**config.mk**
```make
export PLATFORM = sky130hd
export DESIGN_NAME = amp_fault_mute_control
export DESIGN_NICKNAME = d
export VERILOG_FILES = /design/src/rtl/amp_pkg.sv /design/src/rtl/amp_sync_if.sv /design/src/rtl/pin_sync.sv /design/src/rtl/amp_fault_mute_control.sv
export VERILOG_INCLUDE_DIRS = /design/src /design/src/rtl
export SDC_FILE = /design/constraint.sdc
export NUM_CORES = 1
export LEC_CHECK = 0
export BUFFER_PORTS_ARGS = -buffer_cell sky130_fd_sc_hd__buf_2
export CAP_MARGIN = 20
export CORE_ASPECT_RATIO = 0.6
export CORE_MARGIN = 1
export CORE_UTILIZATION = 23
export CTS_CLUSTER_SIZE = 16
export DETAILED_ROUTE_END_ITERATION = 12
export HOLD_SLACK_MARGIN = 0.12
export MAX_ROUTING_LAYER = met4
export REMOVE_ABC_BUFFERS = 1
export SETUP_SLACK_MARGIN = 0.4
export SYNTH_ARGS = -nofsm -noshare
export SYNTH_HDL_FRONTEND = slang
export SYNTH_SLANG_ARGS = --single-unit
```
**constraint.sdc**
```tcl
create_clock -name i_mclk -period 3.6 [get_ports i_mclk]
set_clock_uncertainty 0.05 [all_clocks]
set_input_delay 0.36 -clock i_mclk [delete_from_list [all_inputs] [get_ports i_mclk]]
set_output_delay 0.36 -clock i_mclk [all_outputs]
set_load 0.1 [all_outputs]
```
**src/rtl/amp_params.svh**
```systemverilog
`ifndef AMP_PARAMS_SVH
`define AMP_PARAMS_SVH

// ==========================================================
// register byte offsets on the apb slave
`define AMP_ADDR_CTRL       12'h000
`define AMP_ADDR_STATUS     12'h004
`define AMP_ADDR_EVENTS     12'h008
`define AMP_ADDR_W          12

// ==========================================================
// control register fields and reset value
`define AMP_CTRL_SOFT_MUTE  0
`define AMP_CTRL_CLEAR      1
`define AMP_CTRL_RESET      1'h0

// ==========================================================
// status register field positions
`define AMP_ST_CODE_LSB     0
`define AMP_ST_LIVE_UV      2
`define AMP_ST_LIVE_OT      3
`define AMP_ST_MUTE_N       4
`define AMP_ST_SHDN_N       5
`define AMP_ST_PIN_LO       6
`define AMP_ST_PIN_HI       7
`define AMP_ST_STATE_LSB    8

// ==========================================================
// event counter register fields
`define AMP_EV_UV_LSB       0
`define AMP_EV_OT_LSB       8
`define AMP_EV_W            8
`define AMP_EV_MAX          8'hff

// ==========================================================
// fault codes as {high bit, low bit} of the open-drain pair
`define AMP_CODE_NONE       2'h3
`define AMP_CODE_UV         2'h2
`define AMP_CODE_OT         2'h0

// ==========================================================
// pin synchroniser lanes and reset value
`define AMP_SYNC_W          6
`define AMP_SYNC_MUTE       0
`define AMP_SYNC_SHDN       1
`define AMP_SYNC_OT         2
`define AMP_SYNC_UV         3
`define AMP_SYNC_PIN_LO     4
`define AMP_SYNC_PIN_HI     5
`define AMP_SYNC_RESET      6'h00

`endif

```
**src/rtl/amp_pkg.sv**
```systemverilog
package amp_pkg;

  // ==========================================================
  // operating states of the power stage
  typedef enum logic [1:0] {
    ST_OFF,
    ST_MUTED,
    ST_FAULT,
    ST_RUN
  } amp_state_e;

  // ==========================================================
  // register select after address decode
  typedef enum logic [1:0] {
    SEL_CTRL,
    SEL_STATUS,
    SEL_EVENTS,
    SEL_NONE
  } reg_sel_e;

  typedef logic [1:0] fault_code_t;

endpackage : amp_pkg

```
**src/rtl/amp_sync_if.sv**
```systemverilog
`timescale 1ns/10ps
`include "amp_params.svh"

// ==========================================================
// raw pin levels in, synchronised levels out
interface amp_sync_if;
  logic [`AMP_SYNC_W-1:0] raw;
  logic [`AMP_SYNC_W-1:0] synced;

  modport src (input raw, output synced);
  modport dst (output raw, input synced);
endinterface : amp_sync_if

```
**src/rtl/pin_sync.sv**
```systemverilog
`timescale 1ns/10ps
`include "amp_params.svh"

// ==========================================================
// two-flop synchroniser, one lane per asynchronous pin
module pin_sync (
  // clock and reset
  input wire logic i_mclk,
  input wire logic i_arst_n,
  // pin lanes
  amp_sync_if.src  bus
);

  logic [`AMP_SYNC_W-1:0] meta;
  logic [`AMP_SYNC_W-1:0] stable;
  // reset pattern held at lane width so each lane picks one bit
  localparam logic [`AMP_SYNC_W-1:0] sync_rst = `AMP_SYNC_RESET;

  genvar g;
  generate
    for (g = 0; g < `AMP_SYNC_W; g++)
    begin : g_lane
      // first stage feeds only the second stage
      always_ff @(posedge i_mclk or negedge i_arst_n)
      begin
        if (!i_arst_n)
        begin
          meta[g]   <= sync_rst[g];
          stable[g] <= sync_rst[g];
        end
        else
        begin
          meta[g]   <= bus.raw[g];
          stable[g] <= meta[g];
        end
      end
    end
  endgenerate

  assign bus.synced = stable;

endmodule : pin_sync

```
**src/rtl/amp_fault_mute_control.sv**
```systemverilog
// Design decisions made here: the APB interface to the registers and the address map.
`timescale 1ns/10ps
`include "amp_params.svh"

// ==========================================================
// control and protection core of a stereo switching amplifier
module amp_fault_mute_control (
  // clock and reset
  input  wire logic        i_mclk,
  input  wire logic        i_arst_n,
  // apb slave
  input  wire logic        i_psel,
  input  wire logic        i_penable,
  input  wire logic        i_pwrite,
  input  wire logic [11:0] i_paddr,
  input  wire logic [31:0] i_pwdata,
  input  wire logic [3:0]  i_pstrb,
  output logic      [31:0] o_prdata,
  output logic             o_pready,
  output logic             o_pslverr,
  // host control pins, active low
  input  wire logic        i_mute_n,
  input  wire logic        i_shutdown_n,
  // analogue comparator levels
  input  wire logic        i_overtemp,
  input  wire logic        i_pump_undervoltage_fault,
  // open-drain fault pins
  input  wire logic        i_fault_code_low_bit,
  output logic             o_fault_code_low_bit,
  output logic             o_fault_code_low_bit_oe,
  input  wire logic        i_fault_code_high_bit,
  output logic             o_fault_code_high_bit,
  output logic             o_fault_code_high_bit_oe,
  // power stage control
  output logic             o_low_side_on,
  output logic             o_amp_enable,
  output logic             o_shutdown_mode
);

  // ==========================================================
  // decode helper, shared by the read and write paths
  function automatic amp_pkg::reg_sel_e decode_reg(input logic [11:0] addr);
    amp_pkg::reg_sel_e sel;
    sel = amp_pkg::SEL_NONE;
    case (addr)
      `AMP_ADDR_CTRL:   sel = amp_pkg::SEL_CTRL;
      `AMP_ADDR_STATUS: sel = amp_pkg::SEL_STATUS;
      `AMP_ADDR_EVENTS: sel = amp_pkg::SEL_EVENTS;
      default:          sel = amp_pkg::SEL_NONE;
    endcase
    return sel;
  endfunction : decode_reg

  // ==========================================================
  // declarations
  amp_sync_if             sync_bus ();
  logic                   mute_lvl;
  logic                   shdn_lvl;
  logic                   ot_lvl;
  logic                   uv_lvl;
  logic                   mute_prev;
  logic                   shdn_prev;
  logic                   ot_prev;
  logic                   uv_prev;
  logic                   pins_cycled;
  logic                   fault_live;
  amp_pkg::fault_code_t   fault_code;
  amp_pkg::fault_code_t   next_fault_code;
  amp_pkg::amp_state_e    state;
  amp_pkg::amp_state_e    next_state;
  logic [1:0]             state_num;
  logic                   soft_mute;
  logic                   soft_clear;
  logic [`AMP_EV_W-1:0]   uv_events;
  logic [`AMP_EV_W-1:0]   ot_events;
  amp_pkg::reg_sel_e      setup_sel;
  logic                   setup_phase;
  logic                   ack;
  logic                   err;
  logic                   wr_en;
  logic [31:0]            next_rdata;

  // ==========================================================
  // pin synchronisers
  // every pin is asynchronous to i_mclk, so all pass two flops
  assign sync_bus.raw = {i_fault_code_high_bit, i_fault_code_low_bit,
                         i_pump_undervoltage_fault, i_overtemp,
                         i_shutdown_n, i_mute_n};

  pin_sync u_pin_sync (
    .i_mclk   (i_mclk),
    .i_arst_n (i_arst_n),
    .bus      (sync_bus.src)
  );

  assign mute_lvl = sync_bus.synced[`AMP_SYNC_MUTE];
  assign shdn_lvl = sync_bus.synced[`AMP_SYNC_SHDN];
  assign ot_lvl   = sync_bus.synced[`AMP_SYNC_OT];
  assign uv_lvl   = sync_bus.synced[`AMP_SYNC_UV];

  // ==========================================================
  // previous levels for edge detection
  always_ff @(posedge i_mclk or negedge i_arst_n)
  begin
    if (!i_arst_n)
    begin
      mute_prev <= 1'h0;
      shdn_prev <= 1'h0;
      ot_prev   <= 1'h0;
      uv_prev   <= 1'h0;
    end
    else
    begin
      mute_prev <= mute_lvl;
      shdn_prev <= shdn_lvl;
      ot_prev   <= ot_lvl;
      uv_prev   <= uv_lvl;
    end
  end

  assign pins_cycled = (mute_lvl & ~mute_prev) | (shdn_lvl & ~shdn_prev) | soft_clear;
  assign fault_live  = ot_lvl | uv_lvl;

  // ==========================================================
  // retained fault code
  // a live fault always beats a clear arriving in the same cycle
  always_comb
  begin
    next_fault_code = fault_code;
    if (ot_lvl)
    begin
      next_fault_code = `AMP_CODE_OT;
    end
    else if (uv_lvl)
    begin
      // never downgrade a retained thermal code
      if (fault_code != `AMP_CODE_OT)
      begin
        next_fault_code = `AMP_CODE_UV;
      end
    end
    else if (pins_cycled)
    begin
      next_fault_code = `AMP_CODE_NONE;
    end
  end

  always_ff @(posedge i_mclk or negedge i_arst_n)
  begin
    if (!i_arst_n)
      fault_code <= `AMP_CODE_NONE;
    else
      fault_code <= next_fault_code;
  end

  // ==========================================================
  // open-drain fault pins
  // pull low for a zero
  assign o_fault_code_low_bit     = 1'h0;
  assign o_fault_code_high_bit    = 1'h0;
  assign o_fault_code_low_bit_oe  = ~fault_code[0];
  assign o_fault_code_high_bit_oe = ~fault_code[1];

  // ==========================================================
  // operating state
  // shutdown outranks faults, faults outrank mute
  always_comb
  begin
    next_state = amp_pkg::ST_RUN;
    if (!shdn_lvl)
      next_state = amp_pkg::ST_OFF;
    else if (fault_live)
      next_state = amp_pkg::ST_FAULT;
    else if (!mute_lvl || soft_mute)
      next_state = amp_pkg::ST_MUTED;
    else
      next_state = amp_pkg::ST_RUN;
  end

  always_ff @(posedge i_mclk or negedge i_arst_n)
  begin
    if (!i_arst_n)
      state <= amp_pkg::ST_OFF;
    else
      state <= next_state;
  end

  // ==========================================================
  // power stage outputs, registered alongside the state
  always_ff @(posedge i_mclk or negedge i_arst_n)
  begin
    if (!i_arst_n)
    begin
      o_low_side_on   <= 1'h0;
      o_amp_enable    <= 1'h0;
      o_shutdown_mode <= 1'h1;
    end
    else
    begin
      case (next_state)
        amp_pkg::ST_OFF:
        begin
          o_low_side_on   <= 1'h0;
          o_amp_enable    <= 1'h0;
          o_shutdown_mode <= 1'h1;
        end
        amp_pkg::ST_MUTED, amp_pkg::ST_FAULT:
        begin
          o_low_side_on   <= 1'h1;
          o_amp_enable    <= 1'h0;
          o_shutdown_mode <= 1'h0;
        end
        amp_pkg::ST_RUN:
        begin
          o_low_side_on   <= 1'h0;
          o_amp_enable    <= 1'h1;
          o_shutdown_mode <= 1'h0;
        end
        default:
        begin
          o_low_side_on   <= 1'h0;
          o_amp_enable    <= 1'h0;
          o_shutdown_mode <= 1'h1;
        end
      endcase
    end
  end

  // ==========================================================
  // fault event counters, saturating; a write to the events register clears them
  // an event in the clearing cycle is still counted as one
  always_ff @(posedge i_mclk or negedge i_arst_n)
  begin
    if (!i_arst_n)
    begin
      uv_events <= 8'h00;
      ot_events <= 8'h00;
    end
    else if (wr_en && setup_sel == amp_pkg::SEL_EVENTS)
    begin
      uv_events <= {7'h00, uv_lvl & ~uv_prev};
      ot_events <= {7'h00, ot_lvl & ~ot_prev};
    end
    else
    begin
      if (uv_lvl && !uv_prev && uv_events != `AMP_EV_MAX)
        uv_events <= uv_events + 8'h01;
      if (ot_lvl && !ot_prev && ot_events != `AMP_EV_MAX)
        ot_events <= ot_events + 8'h01;
    end
  end

  // ==========================================================
  // apb slave: decode at setup, answer in the first access cycle
  assign setup_phase = i_psel & ~i_penable;
  assign o_pready    = i_penable & ack;
  assign o_pslverr   = o_pready & err;
  assign wr_en       = i_psel & i_penable & o_pready & i_pwrite & ~err;

  always_ff @(posedge i_mclk or negedge i_arst_n)
  begin
    if (!i_arst_n)
    begin
      ack       <= 1'h0;
      err       <= 1'h0;
      setup_sel <= amp_pkg::SEL_NONE;
    end
    else
    begin
      ack <= setup_phase;
      if (setup_phase)
      begin
        setup_sel <= decode_reg(i_paddr);
        err       <= (decode_reg(i_paddr) == amp_pkg::SEL_NONE);
      end
    end
  end

  // ==========================================================
  // control register; clear bit is a self-resetting pulse
  always_ff @(posedge i_mclk or negedge i_arst_n)
  begin
    if (!i_arst_n)
    begin
      soft_mute  <= `AMP_CTRL_RESET;
      soft_clear <= 1'h0;
    end
    else
    begin
      soft_clear <= 1'h0;
      if (wr_en && setup_sel == amp_pkg::SEL_CTRL && i_pstrb[0])
      begin
        soft_mute  <= i_pwdata[`AMP_CTRL_SOFT_MUTE];
        soft_clear <= i_pwdata[`AMP_CTRL_CLEAR];
      end
    end
  end

  // ==========================================================
  // read data, captured at setup so it comes from a flop
  always_comb
  begin
    case (state)
      amp_pkg::ST_OFF:   state_num = 2'h0;
      amp_pkg::ST_MUTED: state_num = 2'h1;
      amp_pkg::ST_FAULT: state_num = 2'h2;
      amp_pkg::ST_RUN:   state_num = 2'h3;
      default:           state_num = 2'h0;
    endcase
  end

  always_comb
  begin
    next_rdata = 32'h0000_0000;
    case (decode_reg(i_paddr))
      amp_pkg::SEL_CTRL:
        next_rdata[`AMP_CTRL_SOFT_MUTE] = soft_mute;
      amp_pkg::SEL_STATUS:
      begin
        next_rdata[`AMP_ST_CODE_LSB +: 2]  = fault_code;
        next_rdata[`AMP_ST_LIVE_UV]        = uv_lvl;
        next_rdata[`AMP_ST_LIVE_OT]        = ot_lvl;
        next_rdata[`AMP_ST_MUTE_N]         = mute_lvl;
        next_rdata[`AMP_ST_SHDN_N]         = shdn_lvl;
        next_rdata[`AMP_ST_PIN_LO]         = sync_bus.synced[`AMP_SYNC_PIN_LO];
        next_rdata[`AMP_ST_PIN_HI]         = sync_bus.synced[`AMP_SYNC_PIN_HI];
        next_rdata[`AMP_ST_STATE_LSB +: 2] = state_num;
      end
      amp_pkg::SEL_EVENTS:
      begin
        next_rdata[`AMP_EV_UV_LSB +: `AMP_EV_W] = uv_events;
        next_rdata[`AMP_EV_OT_LSB +: `AMP_EV_W] = ot_events;
      end
      default:
        next_rdata = 32'h0000_0000;
    endcase
  end

  always_ff @(posedge i_mclk or negedge i_arst_n)
  begin
    if (!i_arst_n)
      o_prdata <= 32'h0000_0000;
    else if (setup_phase && !i_pwrite)
      o_prdata <= next_rdata;
  end

endmodule : amp_fault_mute_control

```
==> flow_summary.toml <==
[sta]
final.setup.worst_slack_ns = 1.425
fmax_ghz = 0.4599
fin_setup_tns_ns = 0
final-hold-violation-count = 0
setup-violations-final = 0
drv_slew = 0
worst_slew_pin_slew_ns = 0.7592
post-route-min-period_ns = 2.175
worst_slew_margin_rel = 0.4938
layout_worst_path_cycle_share = 0.6041
grt_setup_unrepaired = "no"

[power]
power_per_cell_area_nw_per_um2 = 642.5
worst_ir_drop_vdd_uv = 271.3
p_leak_nw = 1.633

[critical_path]
critical_path.cell_chain = "buf_2, nor4_2, and2_1, nand4b_1, inv_1, ha_1, a221oi_1, a32oi_1"
critical_path_peak_fanout = 16
cp_top_family = "simple AND/OR/NAND/NOR gates"
worst_setup_path_end_kind = "flip-flop"
timing.critical_path.buf_inv = 2
worstPathArrival_ns = 2.37
number_of_cells_traversed_by_the_worst_register_to_register_path = 4
regToRegSetupSlack_ns = 1.79
critical_path.reg2reg.endpoint = "ot_events[0]"
cp-start-kind = "input pin"
required_time_of_the_critical_path_ns = 3.80
cpPeakStageDelay_ns = 0.56
critPathKind = "input pin to flip-flop"
crit-reg2reg-launch = "err"
cpMaxStageDelayCell = "ha_1"

[min_path]
min_delay_worst_endpoint = "soft_mute"
worst_hold_startpoint = "i_pwdata[0]"
holdCritPathClass = "input pin to flip-flop"
worst_hold_path.num_cells = 2

[drt]
drtIter0Drc = 139
routed_wirelength_um = 6178
drt_first_pass_iters = 4
routedWlPerCell_um = 12.71
dr_total_vias = 2091
drc_violation_count_after_routing = 0
final_antenna_net_count = 0
via_per_inst = 4.302

[place]
gp_congestion = 0.8684
setup_slack_after_placement_ns = 1.095
buffer_ports.inserted = 48
hpwlAfterDp_um = 4462
placedInstanceArea_sq_um = 3153

[floorplanning]
core_sq_um = 11600
number_of_placement_rows = 30
die_height_um = 87.66
floorplan.die_area_sq_um = 12690
io-pin-count = 100
die_w_um = 144.8
starting_utilization_of_the_core_area = 0.2425

[final_layout]
multi_input_area_sq_um = 1116
area.growth.synth_to_final_pct = 26.29
antenna-diode-count = 0
design_area_sq_um = 3552
nets = 387
seqCellArea_sq_um = 1533
layout_commonest_cell = "dfrtp_1"
final_layout_size_suffix_gt1_frac = 0.2331
most-common-layout-cells = "56 x dfrtp_1, 48 x buf_2, 25 x nand2_1"
fillers = 1205

[run_status]
status = "finished, final reports clean"

[cts]
clock_buffer_count_from_cts = 9
cts.path.max_buffers = 2
cts-root-buf = "clkbuf_16"
path_clk_slew_ns = 0.05
cts_tree = "yes"
worst_skew_pair.late_latency_ns = 0.33
cts.sinks = 61
cts_setup_buffers = 0
htree_levels = 3

[yosys]
netlist_instances = 265
netlist_top_cells_area = "dfrtp_1 50%, buf_4 4.8%, dfstp_2 4.7%"
synth_edf_count = 0
synth.top_cell.area_share = 0.4982
yosys_warnings = 0
distinct_cell_type_count_after_synthesis = 47
postSynth.topFlopCell = "dfrtp_1"
syn-cell-area_sq_um = 2813
synth.yosys.seq_area_share = 0.5449
synth.avg_cell_area_sq_um = 10.61
async_reset_ff_frac = 1.000
synth_seq_cells = 61
cell_type_contributing_the_most_total_cell_area_after_synthesis = "dfrtp_1"

[run]
max_cap_viol_count = 0

[global_routing]
wire_length_of_the_first_global_routing_pass_um = 10250
antenna_found_initial = 0
grt_use_total = 0.1133
grt_pass1_vias = 2031
overflow = 0
grt_start_max_net_pins = 35
==> stage by stage <==
| step | std cells | hold WS [ns] | util | power, mW |
|---|---|---|---|---|
| after detailed placement | 463 | 0.2847 | 0.2718 | 1.338 |
| after global placement | 463 | 0.2856 | 0.2718 | 1.319 |
| after CTS | 486 | 0.1825 | 0.3063 | 2.312 |
| after floorplan | 253 | 0.01441 | - | 1.222 |
| final | 486 | 0.1910 | 0.3063 | 2.282 |
| after global routing | 486 | 0.1908 | 0.3063 | 2.413 |
==> how the worst max path moves through the flow <==
stage	to	cells after the start	slack [ns]	start
floorplan	o_prdata[1]	7	1.59	i_paddr[5]
global placement	o_prdata[0]	8	1.10	i_paddr[5]
detailed placement	o_prdata[0]	8	1.09	i_paddr[5]
CTS	o_prdata[0]	8	1.45	i_paddr[5]
global route	o_prdata[0]	8	1.23	i_paddr[5]
finish	o_prdata[0]	8	1.43	i_paddr[5]
==> cells by family (layout without fill, tap and decap cells) <==
family          count (synthesis)  after routing  synth area share
simple gates                   88             88            0.1673
flops                          61             61            0.5449
compound gates                 56             56            0.1406
buf+inv                        42             86           0.08096
fa+ha+maj                       7              7           0.03114
xor+xnor                        5              5           0.01557
mux                             5              5           0.01824
other cells                     1             18          0.001333
==> state kept, by name (all words and copies together) (netlist names), 2 cells and up <==
register / cells
uv_events: 8
setup_sel: 2
u_pin_sync.meta: 6
state: 2
o_prdata: 16
u_pin_sync.bus.synced: 6
fault_code: 2
ot_events: 8
==> final cells by class <==
class | instances | share of cell area
flip-flops and latches | 61 | 0.4315
multi-input cells | 179 | 0.3142
repair buffers | 57 | 0.09158
clock buffers | 9 | 0.06340
well taps | 160 | 0.05636
clock inverters | 7 | 0.02924
inverters | 13 | 0.01374
==> cell usage after synthesis (all sizes together) (2+ instances only) <==
cell type  instances
a31oi              2
a22o               9
or3                5
nor4               2
o21ai             14
and3               6
dfrtp             56
and2               2
xor2               4
clkbuf             8
nand3              7
mux2i              4
o41ai              2
nand4              3
a21oi              7
buf               21
nand2b             2
inv               13
nor2              24
nor2b              2
a22oi              9
nand2             25
ha                 7
dfstp              5
o211ai             5
or4                2
nand4b             4
==> worst reg2reg max path, delay by kind of cell (launching register included) <==
family	cells	cell delay [ns]
compound gates	1	0.10
flops	1	0.39
simple gates	3	1.18
==> power by group <==
| group | internal, mW | leakage, nW | switching (mW) | total (mW) |
|---|---|---|---|---|
| registers | 0.792 | 0.743 | 0.138 | 0.930 |
| logic | 0.134 | 0.728 | 0.271 | 0.405 |
| clock network | 0.616 | 0.161 | 0.331 | 0.947 |
| total | 1.54 | 1.63 | 0.741 | 2.28 |
==> layer usage <==
metal / vias to the layer above / share of wire / global-route usage
li1: 1017 / - / -
met1: 996 / 0.49 / 0.1450
met2: 65 / 0.42 / 0.1556
met3: 13 / 0.075 / 0.05085
met4: 0 / 0.016 / 0.04019
met5: - / 0 / -
==> what timing repair did <==
| action | 4_1_cts | 5_1_grt |
|---|---|---|
| gates resized for setup | 0 | 0 |
| hold buffers | 7 | 0 |
| endpoints found under the hold margin | 36 | 0 |
Note: power is estimated with default switching activity, not from simulation.
